File: config.mk
export PLATFORM = sky130hd
export DESIGN_NAME = dcc_top
export DESIGN_NICKNAME = d
export VERILOG_FILES = /design/src/dcc_pkg.sv /design/src/dcc_cmp_path.sv /design/src/dcc_top.sv
export VERILOG_INCLUDE_DIRS = /design/src /design/src/src
export SDC_FILE = /design/constraint.sdc
export NUM_CORES = 1
export LEC_CHECK = 0
export ABC_AREA = 1
export BUFFER_PORTS_ARGS = -buffer_cell sky130_fd_sc_hd__buf_2
export CAP_MARGIN = 20
export CORE_MARGIN = 2
export CORE_UTILIZATION = 52
export CTS_BUF_LIST = sky130_fd_sc_hd__clkbuf_16
export CTS_CLUSTER_DIAMETER = 50
export DETAILED_ROUTE_END_ITERATION = 16
export HOLD_SLACK_MARGIN = 0.1
export PLACE_DENSITY = 0.85
export RECOVER_POWER = 50
export SLEW_MARGIN = 20
export SYNTH_ARGS = -nofsm -noshare
export SYNTH_HDL_FRONTEND = slang
export SYNTH_SLANG_ARGS = --single-unit
File: constraint.sdc
create_clock -name CLK -period 3.2 [get_ports CLK]
set_input_delay 0.64 -clock CLK [delete_from_list [all_inputs] [get_ports CLK]]
set_output_delay 0.64 -clock CLK [all_outputs]
set_load 0.03 [all_outputs]
File: src/dcc_cfg.svh
`ifndef DCC_CFG_SVH
`define DCC_CFG_SVH
// register byte addresses on the axi4-lite bus
`define DCC_ADDR_ONE_CTRL 4'h0
`define DCC_ADDR_TWO_CTRL 4'h4
`define DCC_ADDR_SHARED 4'h8
`define DCC_ADDR_STATUS 4'hc
// control register field positions
`define DCC_CTL_ENABLE 7
`define DCC_CTL_OUTPUT 6
`define DCC_CTL_PIN_OE 5
`define DCC_CTL_POLARITY 4
`define DCC_CTL_SPEED 3
`define DCC_CTL_REFSEL 2
`define DCC_CTL_CHAN_HI 1
`define DCC_CTL_CHAN_LO 0
// shared register field positions
`define DCC_SH_MIRROR1 7
`define DCC_SH_MIRROR2 6
`define DCC_SH_RSRC1 5
`define DCC_SH_RSRC2 4
`define DCC_SH_HYS1 3
`define DCC_SH_HYS2 2
`define DCC_SH_SYNC1 1
`define DCC_SH_SYNC2 0
// reset values of the writable bits
`define DCC_CTL_RESET 8'h08
`define DCC_SH_RESET 8'h00
// axi response codes
`define DCC_RESP_OKAY 2'b00
`define DCC_RESP_SLVERR 2'b10
`endif

File: src/dcc_pkg.sv
package dcc_pkg;
    // per-comparator analog control bundle
    typedef struct packed {
        logic enable;
        logic pin_drive;
        logic speed_high;
        logic ref_to_pos;
        logic ref_from_fvr;
        logic hysteresis;
        logic [1:0] channel;
    } dcc_analog_t;
    // write-side bus phase
    typedef enum {
        DCC_WR_IDLE,
        DCC_WR_RESP
    } dcc_wr_state_t;
endpackage : dcc_pkg

File: src/dcc_cmp_path.sv
`include "dcc_cfg.svh"
// one comparator output path: polarity, optional timer-edge latch, mismatch latches
module dcc_cmp_path
    import dcc_pkg::*;
(
    input wire logic clk,
    input wire logic rst_b,
    input wire logic ce,
    input wire logic raw_above,
    input wire logic enable,
    input wire logic polarity,
    input wire logic sync_mode,
    input wire logic tick_fall,
    input wire logic snap,
    output logic result,
    output logic change
);
    logic live;
    logic sync_r;
    logic ref_r;
    logic seen_r;

    // disabled comparator shows polarity level; enabled compares then inverts when polarity is set
    assign live = enable ? (raw_above ^ polarity) : polarity;

    // latch on every falling prescaled timer edge; sync mode only selects the latched value
    always_ff @(posedge clk) begin
        if (!rst_b) begin
            sync_r <= 1'b0;
        end else if (ce && tick_fall) begin
            sync_r <= live;
        end
    end

    assign result = sync_mode ? sync_r : live;

    // reference latch taken on register access, sample latch every cycle
    always_ff @(posedge clk) begin
        if (!rst_b) begin
            ref_r <= 1'b0;
            seen_r <= 1'b0;
        end else if (ce) begin
            seen_r <= result;
            if (snap) begin
                ref_r <= result;
            end
        end
    end

    assign change = ref_r ^ seen_r;
endmodule : dcc_cmp_path

File: src/dcc_top.sv
// Functional notes
// - control bit 7 enables the register's own comparator
// - output bit follows comparison, polarity inverts
// - pin driven when oe, enabled, direction zero
// - speed bit resets one; zero means low-power
// - reference select routes reference to positive input
// - channel field picks one of four negatives
// - shared register mirrors both comparator outputs
// - shared register read leaves mismatch latches alone
// - reference source bit picks fixed or dac
// - hysteresis bits enable hysteresis, reset zero
// - sync mode latches output on falling timer edge
// - sync latch uses prescaled timer clock
// - timer counts rising, latch on falling edge
// - sync bit zero passes output through
// - analog-configured port pins read as zero
// - reference reaches comparator through two selections
// - mismatch between latches raises change flag
// - control register access refreshes reference latch
// - disabled comparator output equals polarity bit
// - reset returns all registers, comparators off
//
// Design decisions made here: register access over AXI4-Lite and the register offsets.
`include "dcc_cfg.svh"
module dcc_top
    import dcc_pkg::*;
#(
    parameter int PORT_WIDTH = 8
) (
    input wire logic CLK,
    input wire logic RST_B,
    input wire logic CE,
    // axi4-lite slave
    input wire logic [3:0] S_AXI_AWADDR,
    input wire logic S_AXI_AWVALID,
    output logic S_AXI_AWREADY,
    input wire logic [31:0] S_AXI_WDATA,
    input wire logic [3:0] S_AXI_WSTRB,
    input wire logic S_AXI_WVALID,
    output logic S_AXI_WREADY,
    output logic [1:0] S_AXI_BRESP,
    output logic S_AXI_BVALID,
    input wire logic S_AXI_BREADY,
    input wire logic [3:0] S_AXI_ARADDR,
    input wire logic S_AXI_ARVALID,
    output logic S_AXI_ARREADY,
    output logic [31:0] S_AXI_RDATA,
    output logic [1:0] S_AXI_RRESP,
    output logic S_AXI_RVALID,
    input wire logic S_AXI_RREADY,
    // analog comparator results (positive above negative)
    input wire logic CMP1_ABOVE,
    input wire logic CMP2_ABOVE,
    // prescaled timer clock sample and pin direction bits
    input wire logic TIMER_TICK,
    input wire logic CMP1_PORT_DIRECTION,
    input wire logic CMP2_PORT_DIRECTION,
    // port pin levels and analog select, port read value
    input wire logic [PORT_WIDTH-1:0] PORT_PINS,
    input wire logic [PORT_WIDTH-1:0] PORT_ANALOG,
    output logic [PORT_WIDTH-1:0] PORT_READ,
    // analog controls
    output dcc_analog_t CMP1_ANALOG,
    output dcc_analog_t CMP2_ANALOG,
    // comparator output pins
    output logic CMP1_PIN,
    output logic CMP1_PIN_OE_B,
    output logic CMP2_PIN,
    output logic CMP2_PIN_OE_B,
    // mismatch flags for the interrupt logic outside
    output logic CMP1_CHANGE,
    output logic CMP2_CHANGE
);
    // refuse port widths that the read path cannot hold
    if (PORT_WIDTH < 1 || PORT_WIDTH > 32) begin : g_bad_width
        $error("PORT_WIDTH must be 1 to 32");
    end

    logic [7:0] one_ctl_r;
    logic [7:0] two_ctl_r;
    logic [5:0] shared_r;
    logic tick_r;
    logic tick_fall;
    logic res1;
    logic res2;
    logic chg1;
    logic chg2;
    logic snap1;
    logic snap2;
    dcc_wr_state_t wr_state_r;
    logic aw_have_r;
    logic w_have_r;
    logic [3:0] aw_addr_r;
    logic [31:0] w_data_r;
    logic [3:0] w_strb_r;
    logic wr_go;
    logic rd_go;
    logic [31:0] rd_word;
    logic rd_hit;
    logic wr_hit;

    // prescaled timer clock edge detection; the latch takes the falling edge
    always_ff @(posedge CLK) begin
        if (!RST_B) begin
            tick_r <= 1'b0;
        end else if (CE) begin
            tick_r <= TIMER_TICK;
        end
    end

    assign tick_fall = tick_r && !TIMER_TICK;

    // axi write: address and data taken in either order
    assign wr_go = aw_have_r && w_have_r && wr_state_r == DCC_WR_IDLE;
    assign wr_hit = aw_addr_r == `DCC_ADDR_ONE_CTRL || aw_addr_r == `DCC_ADDR_TWO_CTRL
        || aw_addr_r == `DCC_ADDR_SHARED;

    always_ff @(posedge CLK) begin
        if (!RST_B) begin
            S_AXI_AWREADY <= 1'b0;
            S_AXI_WREADY <= 1'b0;
            aw_have_r <= 1'b0;
            w_have_r <= 1'b0;
            aw_addr_r <= 4'h0;
            w_data_r <= 32'h0;
            w_strb_r <= 4'h0;
        end else if (CE) begin
            S_AXI_AWREADY <= !aw_have_r && !S_AXI_AWREADY;
            S_AXI_WREADY <= !w_have_r && !S_AXI_WREADY;
            if (S_AXI_AWVALID && S_AXI_AWREADY) begin
                aw_have_r <= 1'b1;
                aw_addr_r <= S_AXI_AWADDR;
                S_AXI_AWREADY <= 1'b0;
            end
            if (S_AXI_WVALID && S_AXI_WREADY) begin
                w_have_r <= 1'b1;
                w_data_r <= S_AXI_WDATA;
                w_strb_r <= S_AXI_WSTRB;
                S_AXI_WREADY <= 1'b0;
            end
            // both halves leave together once the pair is served
            if (wr_go) begin
                aw_have_r <= 1'b0;
                w_have_r <= 1'b0;
            end
        end
    end

    // write response
    always_ff @(posedge CLK) begin
        if (!RST_B) begin
            wr_state_r <= DCC_WR_IDLE;
            S_AXI_BVALID <= 1'b0;
            S_AXI_BRESP <= `DCC_RESP_OKAY;
        end else if (CE) begin
            case (wr_state_r)
                DCC_WR_IDLE: begin
                    if (wr_go) begin
                        S_AXI_BVALID <= 1'b1;
                        S_AXI_BRESP <= wr_hit ? `DCC_RESP_OKAY : `DCC_RESP_SLVERR;
                        wr_state_r <= DCC_WR_RESP;
                    end
                end
                DCC_WR_RESP: begin
                    if (S_AXI_BREADY) begin
                        S_AXI_BVALID <= 1'b0;
                        wr_state_r <= DCC_WR_IDLE;
                    end
                end
                default: begin
                    wr_state_r <= DCC_WR_IDLE;
                end
            endcase
        end
    end

    // control registers; only byte lane 0 holds data
    // bit 6 is stored but reads always show the live result there
    always_ff @(posedge CLK) begin
        if (!RST_B) begin
            one_ctl_r <= `DCC_CTL_RESET;
            two_ctl_r <= `DCC_CTL_RESET;
            shared_r <= 6'(`DCC_SH_RESET);
        end else if (CE && wr_go && w_strb_r[0]) begin
            if (aw_addr_r == `DCC_ADDR_ONE_CTRL) begin
                one_ctl_r <= w_data_r[7:0];
            end
            if (aw_addr_r == `DCC_ADDR_TWO_CTRL) begin
                two_ctl_r <= w_data_r[7:0];
            end
            if (aw_addr_r == `DCC_ADDR_SHARED) begin
                shared_r <= w_data_r[5:0];
            end
        end
    end

    // axi read: one cycle after the address is taken
    // the answer is registered so it stands unchanged until rready
    assign rd_go = S_AXI_ARVALID && S_AXI_ARREADY;
    assign rd_hit = S_AXI_ARADDR == `DCC_ADDR_ONE_CTRL || S_AXI_ARADDR == `DCC_ADDR_TWO_CTRL
        || S_AXI_ARADDR == `DCC_ADDR_SHARED || S_AXI_ARADDR == `DCC_ADDR_STATUS;

    always_comb begin
        rd_word = 32'h0;
        case (S_AXI_ARADDR)
            `DCC_ADDR_ONE_CTRL: begin
                rd_word[7:0] = one_ctl_r;
                rd_word[`DCC_CTL_OUTPUT] = res1;
            end
            `DCC_ADDR_TWO_CTRL: begin
                rd_word[7:0] = two_ctl_r;
                rd_word[`DCC_CTL_OUTPUT] = res2;
            end
            `DCC_ADDR_SHARED: begin
                rd_word[5:0] = shared_r;
                rd_word[`DCC_SH_MIRROR1] = res1;
                rd_word[`DCC_SH_MIRROR2] = res2;
            end
            `DCC_ADDR_STATUS: begin
                rd_word[1:0] = {chg2, chg1};
            end
            default: begin
                rd_word = 32'h0;
            end
        endcase
    end

    always_ff @(posedge CLK) begin
        if (!RST_B) begin
            S_AXI_ARREADY <= 1'b0;
            S_AXI_RVALID <= 1'b0;
            S_AXI_RDATA <= 32'h0;
            S_AXI_RRESP <= `DCC_RESP_OKAY;
        end else if (CE) begin
            // ready whenever no answer waits, so a held request is never starved
            S_AXI_ARREADY <= !S_AXI_RVALID;
            if (rd_go) begin
                S_AXI_RVALID <= 1'b1;
                S_AXI_RDATA <= rd_word;
                S_AXI_RRESP <= rd_hit ? `DCC_RESP_OKAY : `DCC_RESP_SLVERR;
                S_AXI_ARREADY <= 1'b0;
            end else if (S_AXI_RVALID && S_AXI_RREADY) begin
                S_AXI_RVALID <= 1'b0;
            end
        end
    end

    // access to a comparator's own control register refreshes its reference
    // latch; shared register reads do not touch it
    assign snap1 = (rd_go && S_AXI_ARADDR == `DCC_ADDR_ONE_CTRL)
        || (wr_go && aw_addr_r == `DCC_ADDR_ONE_CTRL);
    assign snap2 = (rd_go && S_AXI_ARADDR == `DCC_ADDR_TWO_CTRL)
        || (wr_go && aw_addr_r == `DCC_ADDR_TWO_CTRL);

    dcc_cmp_path u_path1 (
        .clk(CLK),
        .rst_b(RST_B),
        .ce(CE),
        .raw_above(CMP1_ABOVE),
        .enable(one_ctl_r[`DCC_CTL_ENABLE]),
        .polarity(one_ctl_r[`DCC_CTL_POLARITY]),
        .sync_mode(shared_r[`DCC_SH_SYNC1]),
        .tick_fall(tick_fall),
        .snap(snap1),
        .result(res1),
        .change(chg1)
    );

    dcc_cmp_path u_path2 (
        .clk(CLK),
        .rst_b(RST_B),
        .ce(CE),
        .raw_above(CMP2_ABOVE),
        .enable(two_ctl_r[`DCC_CTL_ENABLE]),
        .polarity(two_ctl_r[`DCC_CTL_POLARITY]),
        .sync_mode(shared_r[`DCC_SH_SYNC2]),
        .tick_fall(tick_fall),
        .snap(snap2),
        .result(res2),
        .change(chg2)
    );

    // registered analog controls
    always_ff @(posedge CLK) begin
        if (!RST_B) begin
            CMP1_ANALOG <= '0;
            CMP2_ANALOG <= '0;
        end else if (CE) begin
            CMP1_ANALOG.enable <= one_ctl_r[`DCC_CTL_ENABLE];
            CMP1_ANALOG.pin_drive <= one_ctl_r[`DCC_CTL_PIN_OE];
            CMP1_ANALOG.speed_high <= one_ctl_r[`DCC_CTL_SPEED];
            CMP1_ANALOG.ref_to_pos <= one_ctl_r[`DCC_CTL_REFSEL];
            CMP1_ANALOG.ref_from_fvr <= shared_r[`DCC_SH_RSRC1];
            CMP1_ANALOG.hysteresis <= shared_r[`DCC_SH_HYS1];
            CMP1_ANALOG.channel <= one_ctl_r[`DCC_CTL_CHAN_HI:`DCC_CTL_CHAN_LO];
            CMP2_ANALOG.enable <= two_ctl_r[`DCC_CTL_ENABLE];
            CMP2_ANALOG.pin_drive <= two_ctl_r[`DCC_CTL_PIN_OE];
            CMP2_ANALOG.speed_high <= two_ctl_r[`DCC_CTL_SPEED];
            CMP2_ANALOG.ref_to_pos <= two_ctl_r[`DCC_CTL_REFSEL];
            CMP2_ANALOG.ref_from_fvr <= shared_r[`DCC_SH_RSRC2];
            CMP2_ANALOG.hysteresis <= shared_r[`DCC_SH_HYS2];
            CMP2_ANALOG.channel <= two_ctl_r[`DCC_CTL_CHAN_HI:`DCC_CTL_CHAN_LO];
        end
    end

    // registered pin level and pin drive; oe low while the pin is driven
    always_ff @(posedge CLK) begin
        if (!RST_B) begin
            CMP1_PIN <= 1'b0;
            CMP2_PIN <= 1'b0;
            CMP1_PIN_OE_B <= 1'b1;
            CMP2_PIN_OE_B <= 1'b1;
        end else if (CE) begin
            CMP1_PIN <= res1;
            CMP2_PIN <= res2;
            CMP1_PIN_OE_B <= !(one_ctl_r[`DCC_CTL_PIN_OE] && one_ctl_r[`DCC_CTL_ENABLE]
                && !CMP1_PORT_DIRECTION);
            CMP2_PIN_OE_B <= !(two_ctl_r[`DCC_CTL_PIN_OE] && two_ctl_r[`DCC_CTL_ENABLE]
                && !CMP2_PORT_DIRECTION);
        end
    end

    // mismatch levels handed to the interrupt logic outside
    always_ff @(posedge CLK) begin
        if (!RST_B) begin
            CMP1_CHANGE <= 1'b0;
            CMP2_CHANGE <= 1'b0;
        end else if (CE) begin
            CMP1_CHANGE <= chg1;
            CMP2_CHANGE <= chg2;
        end
    end

    // port read value: analog pins read as zero, one bit per pin
    for (genvar i = 0; i < PORT_WIDTH; i++) begin : g_port
        always_ff @(posedge CLK) begin
            if (!RST_B) begin
                PORT_READ[i] <= 1'b0;
            end else if (CE) begin
                PORT_READ[i] <= PORT_ANALOG[i] ? 1'b0 : PORT_PINS[i];
            end
        end
    end
endmodule : dcc_top

Word level (Yosys, flattened, before mapping). Index checks and enable logic that the tools add are counted. Widths: inputs -> output; s select.

Multiplexer cells: 31. Reductions and logical operators: 59. Bitwise logic cells: 4. Eq/ne operators: 8.

Operators with widths (number): $logic_not 32->1 (2); $mux 32 (2); $pmux 32 s2 (1); $eq 32x1->1 const B (1); $mux 1 (23); $reduce_and 2->1 (11); $logic_and 1x1->1 (20); $pmux 6 s3 (1); $eq 4x4->1 const B (3); $logic_not 1->1 (10); $eq 4x3->1 const B (2); $logic_not 4->1 (2); $pmux 2 s4 (1); $reduce_bool 2->1 (4); $logic_or 1x1->1 (7); $reduce_and 3->1 (2); $mux 2 (2); $ne 2x2->1 const B (2); $reduce_and 4->1 (1); $xor 1x1->1 (4); $pmux 1 s2 (1).

Input port bits: 73. Output and inout bits: 71. Register bits: 121. Logic and storage cells: 152.

Longest topological paths before layout. Gate-level depths: netlist of run 1.

Word-level depth: 5. Gate-level depth with buffers: 9. Depth with buffers taken out: 8.

Cells and area by module. Synthesis of run 1 repeated with hierarchy kept, for this count alone.

Cells, all modules: 510. Area, all modules: 3746.1 sq um.

By module, submodules not included: dcc_top (cells each 450, seq. area each 1601.5 sq um, area each 3378.2 sq um, times used 1); dcc_cmp_path (cells each 30, seq. area each 60.1 sq um, area each 183.9 sq um, times used 2).

Worst setup path after synthesis of run 1. No wires, ideal clock.

Kind: input -> register. Start point: input port CE. End point: register two_ctl_r[4]. Stages on the path: 9. Setup slack: 1653 ps. Data required time: 3087 ps. Library setup time: 113 ps. Data arrival time: 1435 ps. Path buffers: 2. Cells stage by stage: buf_4 inv_2 nor2_8 nand3b_4 nor2_4 buf_6 nand2_1 nand2_1 nor2_1.

Cells in the longest elaborated chain, start to end: 3.

RTL lines: from (decl) (RTL line dcc_top.sv:32) `input wire logic CE,`; $logic_and 1x1->1 (2 in a row) (RTL line dcc_top.sv:184) `end else if (CE && wr_go && w_strb_r[0]) begin`; $reduce_and 2->1 (no line); to (signal assigned) (RTL line dcc_top.sv:182) `` two_ctl_r <= `DCC_CTL_RESET; ``; to (signal assigned) (RTL line dcc_top.sv:189) `two_ctl_r <= w_data_r[7:0];`; to (decl) (RTL line dcc_top.sv:80) `logic [7:0] two_ctl_r;`.

No other way between the ends. A chain may end at the register's enable or synchronous reset.

==> flow_metrics.py, run 1 <==
metrics = {
    "pwr": {
        "internal-power_uw": 1730,
        "power.share.sequential_pct": 47.0,
        "clkPwrFrac_pct": 42.6,
        "pwr-share-comb_pct": 10.4,
        "swShare_pct": 25.6,
        "p_sw_uw": 597,
        "ir_worst_vdd_v": 0.000287,
        "p_leak_uw": 0.00188,
        "power_per_cell_area_nw_per_um2": 556,
    },
    "worst_setup_path": {
        "arrival_ns": 2.60,
        "cp.required_ns": 3.42,
        "crit_fanout": 28,
        "startpoint_type": "primary input",
        "r2r-end": "one_ctl_r[7]$_SDFFE_PN0P_",
        "slowest_stage": "clkbuf_1",
        "r2r_slack_ns": 1.52,
        "critPathKind": "in -> reg",
        "cp_top_family": "buffers and inverters",
        "critPathLaunch": "CE",
        "worstSetupPathDepth": 6,
        "crit_end": "CMP2_PIN_OE_B$_SDFFE_PN1P_",
        "path_buf_inv": 3,
        "end_kind": "register",
        "r2r_cells": 6,
        "cpPeakStageDelay_ns": 0.95,
        "path_cells": "buf_2 > inv_1 > clkbuf_1 > o21ai_0 > a21oi_1 > nand2_1",
        "reg2reg_from": "aw_addr_r[0]$_SDFFE_PN0P_",
    },
    "timing": {
        "tns_ns": 0,
        "relSlewSlack_pct": 15.6,
        "hold_viol": 0,
        "rsz0062_at_grt": "false",
        "drv_slew": 0,
        "period_share_pct": 74.3,
        "max_freq_ghz": 0.421,
        "finalCriticalPeriod_ns": 2.38,
        "finalSetupViolCount": 0,
        "worstMarginPinSlew_ns": 1.27,
        "skew_ns": 0.00864,
        "setup_slack_ns": 0.822,
    },
    "detailed_routing": {
        "drtIter0Drc": 131,
        "drt-total-wl_um": 8160,
        "wl_per_cell_um": 12.5,
        "drc": 0,
        "first_pass_iters": 4,
        "vias": 3273,
        "viasPerCell": 5.00,
        "ant_nets": 0,
    },
    "logic_synthesis": {
        "synthDistinctLibCells": 30,
        "avgSynthCellArea_um2": 7.34,
        "yosys_warnings": 0,
        "synthArstFlopShare_pct": 0,
        "synth_area_um2": 3600,
        "ys_ff_latch": 84,
        "syn_inst": 490,
        "synth_edf_count": 0,
        "yosysSeqAreaShare_pct": 46.8,
        "synth_ff_type": "dfxtp_1",
    },
    "cts": {
        "post_cts.repair.setup_buffers": 0,
        "clkLatencyLatePin_ns": 0.34,
        "clockBufferDepth": 2,
        "cts_buffers": 9,
        "ctsResizeCount": 0,
        "h-tree-depth": 3,
        "cts_hold_buf": 0,
        "clk_pin_slew_ns": 0.06,
        "cts_sinks": 84,
        "root_buffer": "clkbuf_16",
        "cts_tree": "done",
    },
    "layout": {
        "area_delta_synth_final_pct": 16.5,
        "nNetsFinal": 643,
        "antennaDiodeCount": 0,
        "drive_gt1_share_pct": 13.2,
        "final_area_um2": 4190,
        "fin_cells": 654,
    },
    "global_routing": {
        "grt_usage_pct": 22.4,
        "antenna_found_initial": 0,
        "grt_overflow": 0,
        "grt_pass1_vias": 2989,
        "grt_pass1_wl_um": 13200,
        "grt_max_degree": 51,
    },
    "placed_design": {
        "port_buffers": 89,
        "place_area_um2": 3960,
        "place_ws_ns": 0.858,
        "hpwl_um": 5930,
        "gp_congestion": 0.848,
        "dp_cells": 639,
    },
    "die": {
        "dieWidth_um": 87.2,
        "num_rows": 30,
        "io_pins": 144,
        "core-area_um2": 6760,
        "start_util_pct": 53.2,
        "dieArea_um2": 7600,
        "die_h_um": 87.2,
    },
    "worst_hold_path": {
        "hold_path.class": "reg -> reg",
    },
    "job": {
        "maxCapViolations": 0,
    },
    "status": {
        "outcome": "finished clean",
    },
}
registers in the layout (all words and copies together) (netlist names), 4 cells and up:
register / count
PORT_READ: 8
two_ctl_r: 7
CMP1_ANALOG: 8
one_ctl_r: 7
S_AXI_RDATA: 8
w_data_r: 7
aw_addr_r: 4
shared_r: 6
CMP2_ANALOG: 8
cell usage after synthesis, types with 3 or more instances:
| master | number | share of area [%] |
|---|---|---|
| nand2_1 | 99 | 10 |
| dfxtp_1 | 84 | 47 |
| nor2_1 | 67 | 7.0 |
| a21oi_1 | 58 | 8.1 |
| o21ai_0 | 40 | 5.6 |
| inv_1 | 39 | 4.1 |
| buf_4 | 28 | 5.8 |
| nand3_1 | 22 | 3.1 |
| clkbuf_1 | 11 | 1.1 |
| o21ai_1 | 9 | 1.3 |
| buf_2 | 7 | 0.97 |
| nor3_1 | 3 | 0.42 |
cells by family after synthesis:
family                 Yosys count  synth area share [%]
and+or+nand+nor                202                  24.0
buffers and inverters           89                  12.7
other                            1                 0.104
DFF                             84                  46.8
AOI/OAI and AO/OA              114                  16.4
stage by stage:
step                hold slack (ns)  utilization (%)  total power [uW]
floorplan                     0.441                -              1320
global placement              0.432             58.6              1360
detailed placement            0.445             58.6              1370
CTS                           0.459             62.8              2350
global route                  0.479             62.0              2410
finish                        0.463             62.0              2330
layout by cell type, fill, tap and decap left out, drive strengths merged:
cell / instances
nand2: 99
dfxtp: 84
nor2: 72
a21oi: 58
buf: 53
o21ai: 49
clkbuf: 48
inv: 43
conb: 26
nand3: 23
nor3: 3
a211oi: 2
nand4: 2
clkinv: 2
o21a: 1
nand3b: 1
nor3b: 1
or2: 1
a21boi: 1
o211ai: 1
a311oi: 1
a2111oi: 1
clkinvlp: 1
bufinv: 1
routing by layer:
metal | wire length, um | track usage, % | vias up
li1 | - | - | 1685
met1 | 3520 | 26.6 | 1483
met2 | 4040 | 39.6 | 92
met3 | 464 | 5.21 | 13
met4 | 131 | 7.55 | 0
met5 | 0 | 0 | -
area by class of cell:
type / instances / area [um^2]
well taps: 80 / 100
repair buffers: 92 / 417
multi-input cells: 342 / 1550
fillers: 620 / 2570
clock buffers: 9 / 225
clock inverters: 6 / 58.8
flip-flops and latches: 84 / 1680
inverters: 41 / 154
power groups by stage:
stage / logic, uW / clock network, uW / registers [uW]
after floorplan: 155 / 0 / 1160
after global placement: 243 / 0 / 1120
after detailed placement: 248 / 0 / 1120
after CTS: 249 / 1010 / 1100
after global routing: 269 / 1040 / 1100
final: 243 / 992 / 1100
worst min-delay path by stage:
| stage | startpoint | end | slack (ns) | cells after the start |
|---|---|---|---|---|
| after CTS | CMP1_ANALOG[6]$_SDFFE_PN0P_ | CMP1_ANALOG[6]$_SDFFE_PN0P_ | 0.46 | 1 |
| after global placement | CMP1_ANALOG[6]$_SDFFE_PN0P_ | CMP1_ANALOG[6]$_SDFFE_PN0P_ | 0.43 | 1 |
| final | CMP1_ANALOG[6]$_SDFFE_PN0P_ | CMP1_ANALOG[6]$_SDFFE_PN0P_ | 0.46 | 1 |
| after detailed placement | CMP1_ANALOG[6]$_SDFFE_PN0P_ | CMP1_ANALOG[6]$_SDFFE_PN0P_ | 0.45 | 1 |
| after floorplan | aw_addr_r[1]$_SDFFE_PN0P_ | aw_addr_r[1]$_SDFFE_PN0P_ | 0.44 | 2 |
| after global routing | S_AXI_RDATA[0]$_SDFFE_PN0P_ | S_AXI_RDATA[0]$_SDFFE_PN0P_ | 0.48 | 2 |
(Power assumes the default switching activity.)
==> run 2, diff against run 1 <==
--- a/config.mk
+++ b/config.mk
@@ -10,12 +10,12 @@
 export BUFFER_PORTS_ARGS = -buffer_cell sky130_fd_sc_hd__buf_2
 export CAP_MARGIN = 20
 export CORE_MARGIN = 2
-export CORE_UTILIZATION = 52
+export CORE_UTILIZATION = 48
 export CTS_BUF_LIST = sky130_fd_sc_hd__clkbuf_16
 export CTS_CLUSTER_DIAMETER = 50
 export DETAILED_ROUTE_END_ITERATION = 16
 export HOLD_SLACK_MARGIN = 0.1
-export PLACE_DENSITY = 0.85
+export PLACE_DENSITY = 0.79
 export RECOVER_POWER = 50
 export SLEW_MARGIN = 20
 export SYNTH_ARGS = -nofsm -noshare
==> constraint.sdc (replaced) <==
create_clock -name CLK -period 2.4 [get_ports CLK]
set_input_delay 0.48 -clock CLK [delete_from_list [all_inputs] [get_ports CLK]]
set_output_delay 0.48 -clock CLK [all_outputs]
set_load 0.03 [all_outputs]
==> run 2 against run 1 <==
Compared with the run above: wire length increased by 2.6%; critical path depth unchanged; non-clock buffer count up 4; power grew 34%; first-iteration DRC count up 34%; register-to-register slack got worse by 0.75 ns; worst setup slack lost 0.12 ns; sequential power increased by 33%; clock-buffer cell count unchanged; die area is 7.9% higher; final area grew 1.4%; final cell count is 3.7% higher; critical endpoint is now one_ctl_r[7]$_SDFFE_PN0P_; highest routed layer unchanged.
==> flow_metrics.py, run 2 (synthesized netlist as in run 1, its figures left out) <==
metrics = {
    "die": {
        "io_pins": 144,
        "dieArea_um2": 8200,
        "die_h_um": 90.6,
        "num_rows": 31,
        "core-area_um2": 7250,
        "dieWidth_um": 90.6,
        "start_util_pct": 49.6,
    },
    "timing": {
        "tns_ns": 0,
        "hold_viol": 0,
        "setup_slack_ns": 0.705,
        "rsz0062_at_grt": "false",
        "worstMarginPinSlew_ns": 0.843,
        "whs_ns": 0.384,
        "finalCriticalPeriod_ns": 1.69,
        "finalSetupViolCount": 0,
        "skew_ns": 0.00645,
        "relSlewSlack_pct": 43.8,
        "period_share_pct": 70.6,
        "drv_slew": 0,
        "max_freq_ghz": 0.590,
    },
    "worst_hold_path": {
        "whs_path_depth": 3,
        "hold_start": "CMP2_PORT_DIRECTION",
        "hold_end": "CMP2_PIN_OE_B$_SDFFE_PN1P_",
        "hold_path.class": "in -> reg",
    },
    "placed_design": {
        "port_buffers": 89,
        "gp_congestion": 0.886,
        "place_ws_ns": 0.390,
        "place_area_um2": 4010,
        "hpwl_um": 6060,
    },
    "detailed_routing": {
        "vias": 3364,
        "drc": 0,
        "ant_nets": 0,
        "drt-total-wl_um": 8360,
        "wl_per_cell_um": 12.3,
        "first_pass_iters": 4,
        "viasPerCell": 4.96,
        "drtIter0Drc": 176,
    },
    "worst_setup_path": {
        "critPathKind": "in -> reg",
        "reg2reg_from": "aw_addr_r[0]$_SDFFE_PN0P_",
        "r2r-end": "one_ctl_r[7]$_SDFFE_PN0P_",
        "crit_fanout": 24,
        "arrival_ns": 1.90,
        "r2r_slack_ns": 0.77,
        "r2r_cells": 6,
        "end_kind": "register",
        "startpoint_type": "primary input",
        "cp.required_ns": 2.61,
    },
    "global_routing": {
        "antenna_found_initial": 0,
        "grt_usage_pct": 20.9,
        "grt_max_degree": 51,
        "grt_pass1_vias": 3110,
        "grt_overflow": 0,
        "grt_pass1_wl_um": 13900,
    },
    "layout": {
        "area_delta_synth_final_pct": 18.2,
        "antennaDiodeCount": 0,
        "post-route-util_pct": 58.6,
        "final_common_cell": "nand2_1",
        "nNetsFinal": 647,
        "final_cell_mix": "99 x nand2_1, 84 x dfxtp_1, 67 x nor2_1",
        "drive_gt1_share_pct": 15.2,
        "final_area_um2": 4250,
    },
    "cts": {
        "h-tree-depth": 3,
        "ctsResizeCount": 0,
        "post_cts.repair.setup_buffers": 0,
        "clockBufferDepth": 2,
        "clkLatencyLatePin_ns": 0.34,
        "cts_hold_buf": 0,
        "cts_sinks": 84,
        "clk_pin_slew_ns": 0.06,
        "root_buffer": "clkbuf_16",
        "cts_buffers": 9,
        "cts_tree": "done",
    },
    "pwr": {
        "p_leak_uw": 0.00192,
        "power_per_cell_area_nw_per_um2": 732,
        "ir_worst_vdd_v": 0.000389,
    },
    "job": {
        "maxCapViolations": 0,
    },
    "status": {
        "outcome": "finished clean",
    },
}
[run 2: changes by cell type in the layout (fill, tap and decap cells not counted)]
cell / previous run / this run
buf_2: 51 / 58
clkbuf_2: 0 / 1
inv_1: 42 / 40
clkinv_4: 1 / 0
buf_4: 2 / 5
clkbuf_1: 39 / 32
inv_2: 1 / 2
clkinv_1: 0 / 2
clkinv_2: 1 / 2
[run 2: worst max-delay path, stage by stage]
cell     delay [ns]
buf_2          0.37
inv_2          0.13
nor2_8         0.17
nand3_1        0.38
o21ai_0        0.31
a21oi_1        0.06
[run 2: worst max path at each step]
stage	slack, ns	depth (start not counted)	startpoint	end
after global routing	0.52	6	CE	one_ctl_r[7]$_SDFFE_PN0P_
after floorplan	1.01	9	CE	two_ctl_r[4]$_SDFFE_PN0P_
after detailed placement	0.39	6	CE	one_ctl_r[7]$_SDFFE_PN0P_
after CTS	0.74	6	CE	one_ctl_r[7]$_SDFFE_PN0P_
final	0.71	6	CE	one_ctl_r[7]$_SDFFE_PN0P_
after global placement	0.44	6	CE	one_ctl_r[7]$_SDFFE_PN0P_
[run 2: through the flow]
stage	std cells	power, uW
finish	678	3110
global route	678	3240
CTS	678	3140
detailed placement	662	1820
global placement	662	1820
floorplan	515	1760
[run 2: layout make-up]
type	count	area, um^2
fill	715	3000
sequential	84	1680
multi-input combinational	342	1550
timing repair buffer	96	453
clock buffer	9	225
inverter	41	154
tap	99	124
clock inverter	7	58.8
[run 2: power breakdown]
group	internal, uW	total, uW	switching (uW)
sequential	1440	1460	23.6
combinational	86.0	330	244
clock	790	1320	531
total	2310	3110	798
[run 2: layer usage]
layer	part of all wire (%)	vias to the layer above	GRT usage, %	routed length, um
li1	-	1694	-	-
met1	44	1531	25.1	3680
met2	47	114	35.6	3950
met3	5.9	25	4.09	491
met4	2.9	0	9.87	243
met5	0	-	0	0
==> run 3, diff against run 2 <==
--- a/config.mk
+++ b/config.mk
@@ -10,12 +10,12 @@
 export BUFFER_PORTS_ARGS = -buffer_cell sky130_fd_sc_hd__buf_2
 export CAP_MARGIN = 20
 export CORE_MARGIN = 2
-export CORE_UTILIZATION = 48
+export CORE_UTILIZATION = 44
 export CTS_BUF_LIST = sky130_fd_sc_hd__clkbuf_16
 export CTS_CLUSTER_DIAMETER = 50
 export DETAILED_ROUTE_END_ITERATION = 16
 export HOLD_SLACK_MARGIN = 0.1
-export PLACE_DENSITY = 0.79
+export PLACE_DENSITY = 0.77
 export RECOVER_POWER = 50
 export SLEW_MARGIN = 20
 export SYNTH_ARGS = -nofsm -noshare
==> constraint.sdc (replaced) <==
create_clock -name CLK -period 1.4 [get_ports CLK]
set_input_delay 0.28 -clock CLK [delete_from_list [all_inputs] [get_ports CLK]]
set_output_delay 0.28 -clock CLK [all_outputs]
set_load 0.03 [all_outputs]
==> run 3 against run 2 <==
Compared with the run above: clock-buffer cell count stayed put; final cell count is 2.4% higher; worst setup slack got worse by 0.66 ns; via count is 0.92% higher; final area increased by 5.4%; largest cell class unchanged; utilization decreased by 1.2 points; power grew 87%; register-to-register slack lost 0.72 ns.
==> flow_metrics.py, run 3 (synthesized netlist as in run 1, its figures left out) <==
metrics = {
    "global_routing": {
        "grt_pass1_wl_um": 14000,
        "grt_pass1_vias": 3160,
        "grt_overflow": 0,
        "grt_usage_pct": 20.0,
        "antenna_found_initial": 0,
        "grt_max_degree": 51,
    },
    "detailed_routing": {
        "drt-total-wl_um": 8800,
        "wl_per_cell_um": 12.7,
        "drtIter0Drc": 146,
        "viasPerCell": 4.89,
        "ant_nets": 0,
        "first_pass_iters": 5,
        "vias": 3395,
        "drc": 0,
    },
    "cts": {
        "cts_buffers": 9,
        "clockBufferDepth": 2,
        "root_buffer": "clkbuf_16",
        "h-tree-depth": 3,
        "clk_pin_slew_ns": 0.06,
        "cts_sinks": 84,
        "clkLatencyLatePin_ns": 0.34,
        "cts_hold_buf": 0,
        "cts_tree": "done",
    },
    "layout": {
        "nNetsFinal": 660,
        "post-route-util_pct": 57.4,
        "antennaDiodeCount": 0,
        "final_cell_mix": "99 x nand2_1, 84 x dfxtp_1, 66 x nor2_1, 66 x buf_2, 58 x a21oi_1",
        "drive_gt1_share_pct": 19.1,
        "fin_cells": 694,
        "final_common_cell": "nand2_1",
        "area_delta_synth_final_pct": 24.5,
    },
    "worst_setup_path": {
        "path_buf_inv": 1,
        "r2r_slack_ns": 0.05,
        "slowest_stage": "dfxtp_1",
        "arrival_ns": 1.57,
        "startpoint_type": "register",
        "cpPeakStageDelay_ns": 0.32,
        "r2r_cells": 7,
        "path_cells": "nor2_1 > nand2_1 > nor2_2 > nand3_1 > buf_4 > o21ai_0 > a21oi_1",
        "cp_top_family": "simple AND/OR/NAND/NOR gates",
        "crit_fanout": 14,
        "worstSetupPathDepth": 7,
        "cp.required_ns": 1.62,
        "end_kind": "register",
        "critPathKind": "reg -> reg",
    },
    "timing": {
        "skew_ns": 0.00787,
        "max_freq_ghz": 0.739,
        "period_share_pct": 96.6,
        "drv_slew": 0,
        "tns_ns": 0,
        "hold_viol": 0,
        "finalSetupViolCount": 0,
        "finalCriticalPeriod_ns": 1.35,
    },
    "pwr": {
        "power_per_cell_area_nw_per_um2": 1300,
        "p_leak_uw": 0.00206,
        "ir_worst_vdd_v": 0.000562,
    },
    "die": {
        "io_pins": 144,
        "dieArea_um2": 8910,
        "core-area_um2": 7810,
        "die_h_um": 94.4,
        "num_rows": 32,
        "dieWidth_um": 94.4,
        "start_util_pct": 46.1,
    },
    "placed_design": {
        "gp_congestion": 0.889,
        "dp_cells": 677,
        "port_buffers": 89,
        "hpwl_um": 6320,
    },
    "job": {
        "maxCapViolations": 0,
    },
    "worst_hold_path": {
        "whs_path_depth": 3,
        "hold_path.class": "in -> reg",
    },
    "status": {
        "outcome": "finished clean",
    },
}
[run 3: cell count changes in the layout (fill, tap and decap cells not counted), moves of 2 or more]
cell       delta
clkinv_2      -2
buf_12        +4
clkbuf_1      -8
buf_2         +8
clkinv_4      +2
clkinv_1      -2
buf_4         +8
bufinv_16     +2
[run 3: worst paths after layout]
path / startpoint / endpoint
worst min-delay path: CMP2_PORT_DIRECTION / CMP2_PIN_OE_B$_SDFFE_PN1P_
worst max register to register: aw_addr_r[0]$_SDFFE_PN0P_ / one_ctl_r[7]$_SDFFE_PN0P_
worst max-delay path: aw_addr_r[0]$_SDFFE_PN0P_ / one_ctl_r[7]$_SDFFE_PN0P_
worst min register to register: S_AXI_RDATA[4]$_SDFFE_PN0P_ / S_AXI_RDATA[4]$_SDFFE_PN0P_
[run 3: tightest hold or removal path, stage by stage]
cell     delay [ns]
buf_2          0.08
o21ai_0        0.07
nand2_1        0.06
[run 3: timing repair]
| item | 4_1_cts | 5_1_grt |
|---|---|---|
| endpoints found under the setup margin | 0 | 11 |
| endpoints found under the hold margin | 0 | 0 |
| gates resized for setup | 0 | 2 |
| buffers inserted | 0 | 1 |
[run 3: stage by stage]
step / power (uW) / instance area [um^2] / worst slack [ns] / hold slack [ns]
2_1_floorplan: 3010 / 3690 / 0.0623 / 0.415
3_3_place_gp: 3150 / 4140 / -0.0233 / 0.432
3_5_place_dp: 3160 / 4140 / -0.0244 / 0.450
4_1_cts: 5870 / 4490 / 0.0390 / 0.174
5_1_grt: 6030 / 4480 / -0.000445 / 0.209
6_report: 5830 / 4480 / 0.0477 / 0.184
[run 3: per-layer routing]
layer	GRT usage, %	wire length, um	share of wire [%]	vias to the layer above
met2	34.3	4190	48	125
met4	10.7	258	2.9	0
met5	0	0	0	-
met3	3.59	521	5.9	27
li1	-	-	-	1723
met1	23.9	3830	44	1520
[run 3: area by class of cell]
type                            count  area, um^2
Sequential cell                    84        1680
Tap cell                          102         128
Timing Repair Buffer              109         611
Fill cell                         705        3330
Clock buffer                        9         225
Inverter                           41         154
Clock inverter                      7         124
Multi-Input combinational cell    342        1560
[run 3: report_power, final]
part	total, uW	switching, uW	internal (uW)
registers	2500	40.7	2460
clock network	2730	971	1750
logic	603	426	176
total	5830	1440	4390
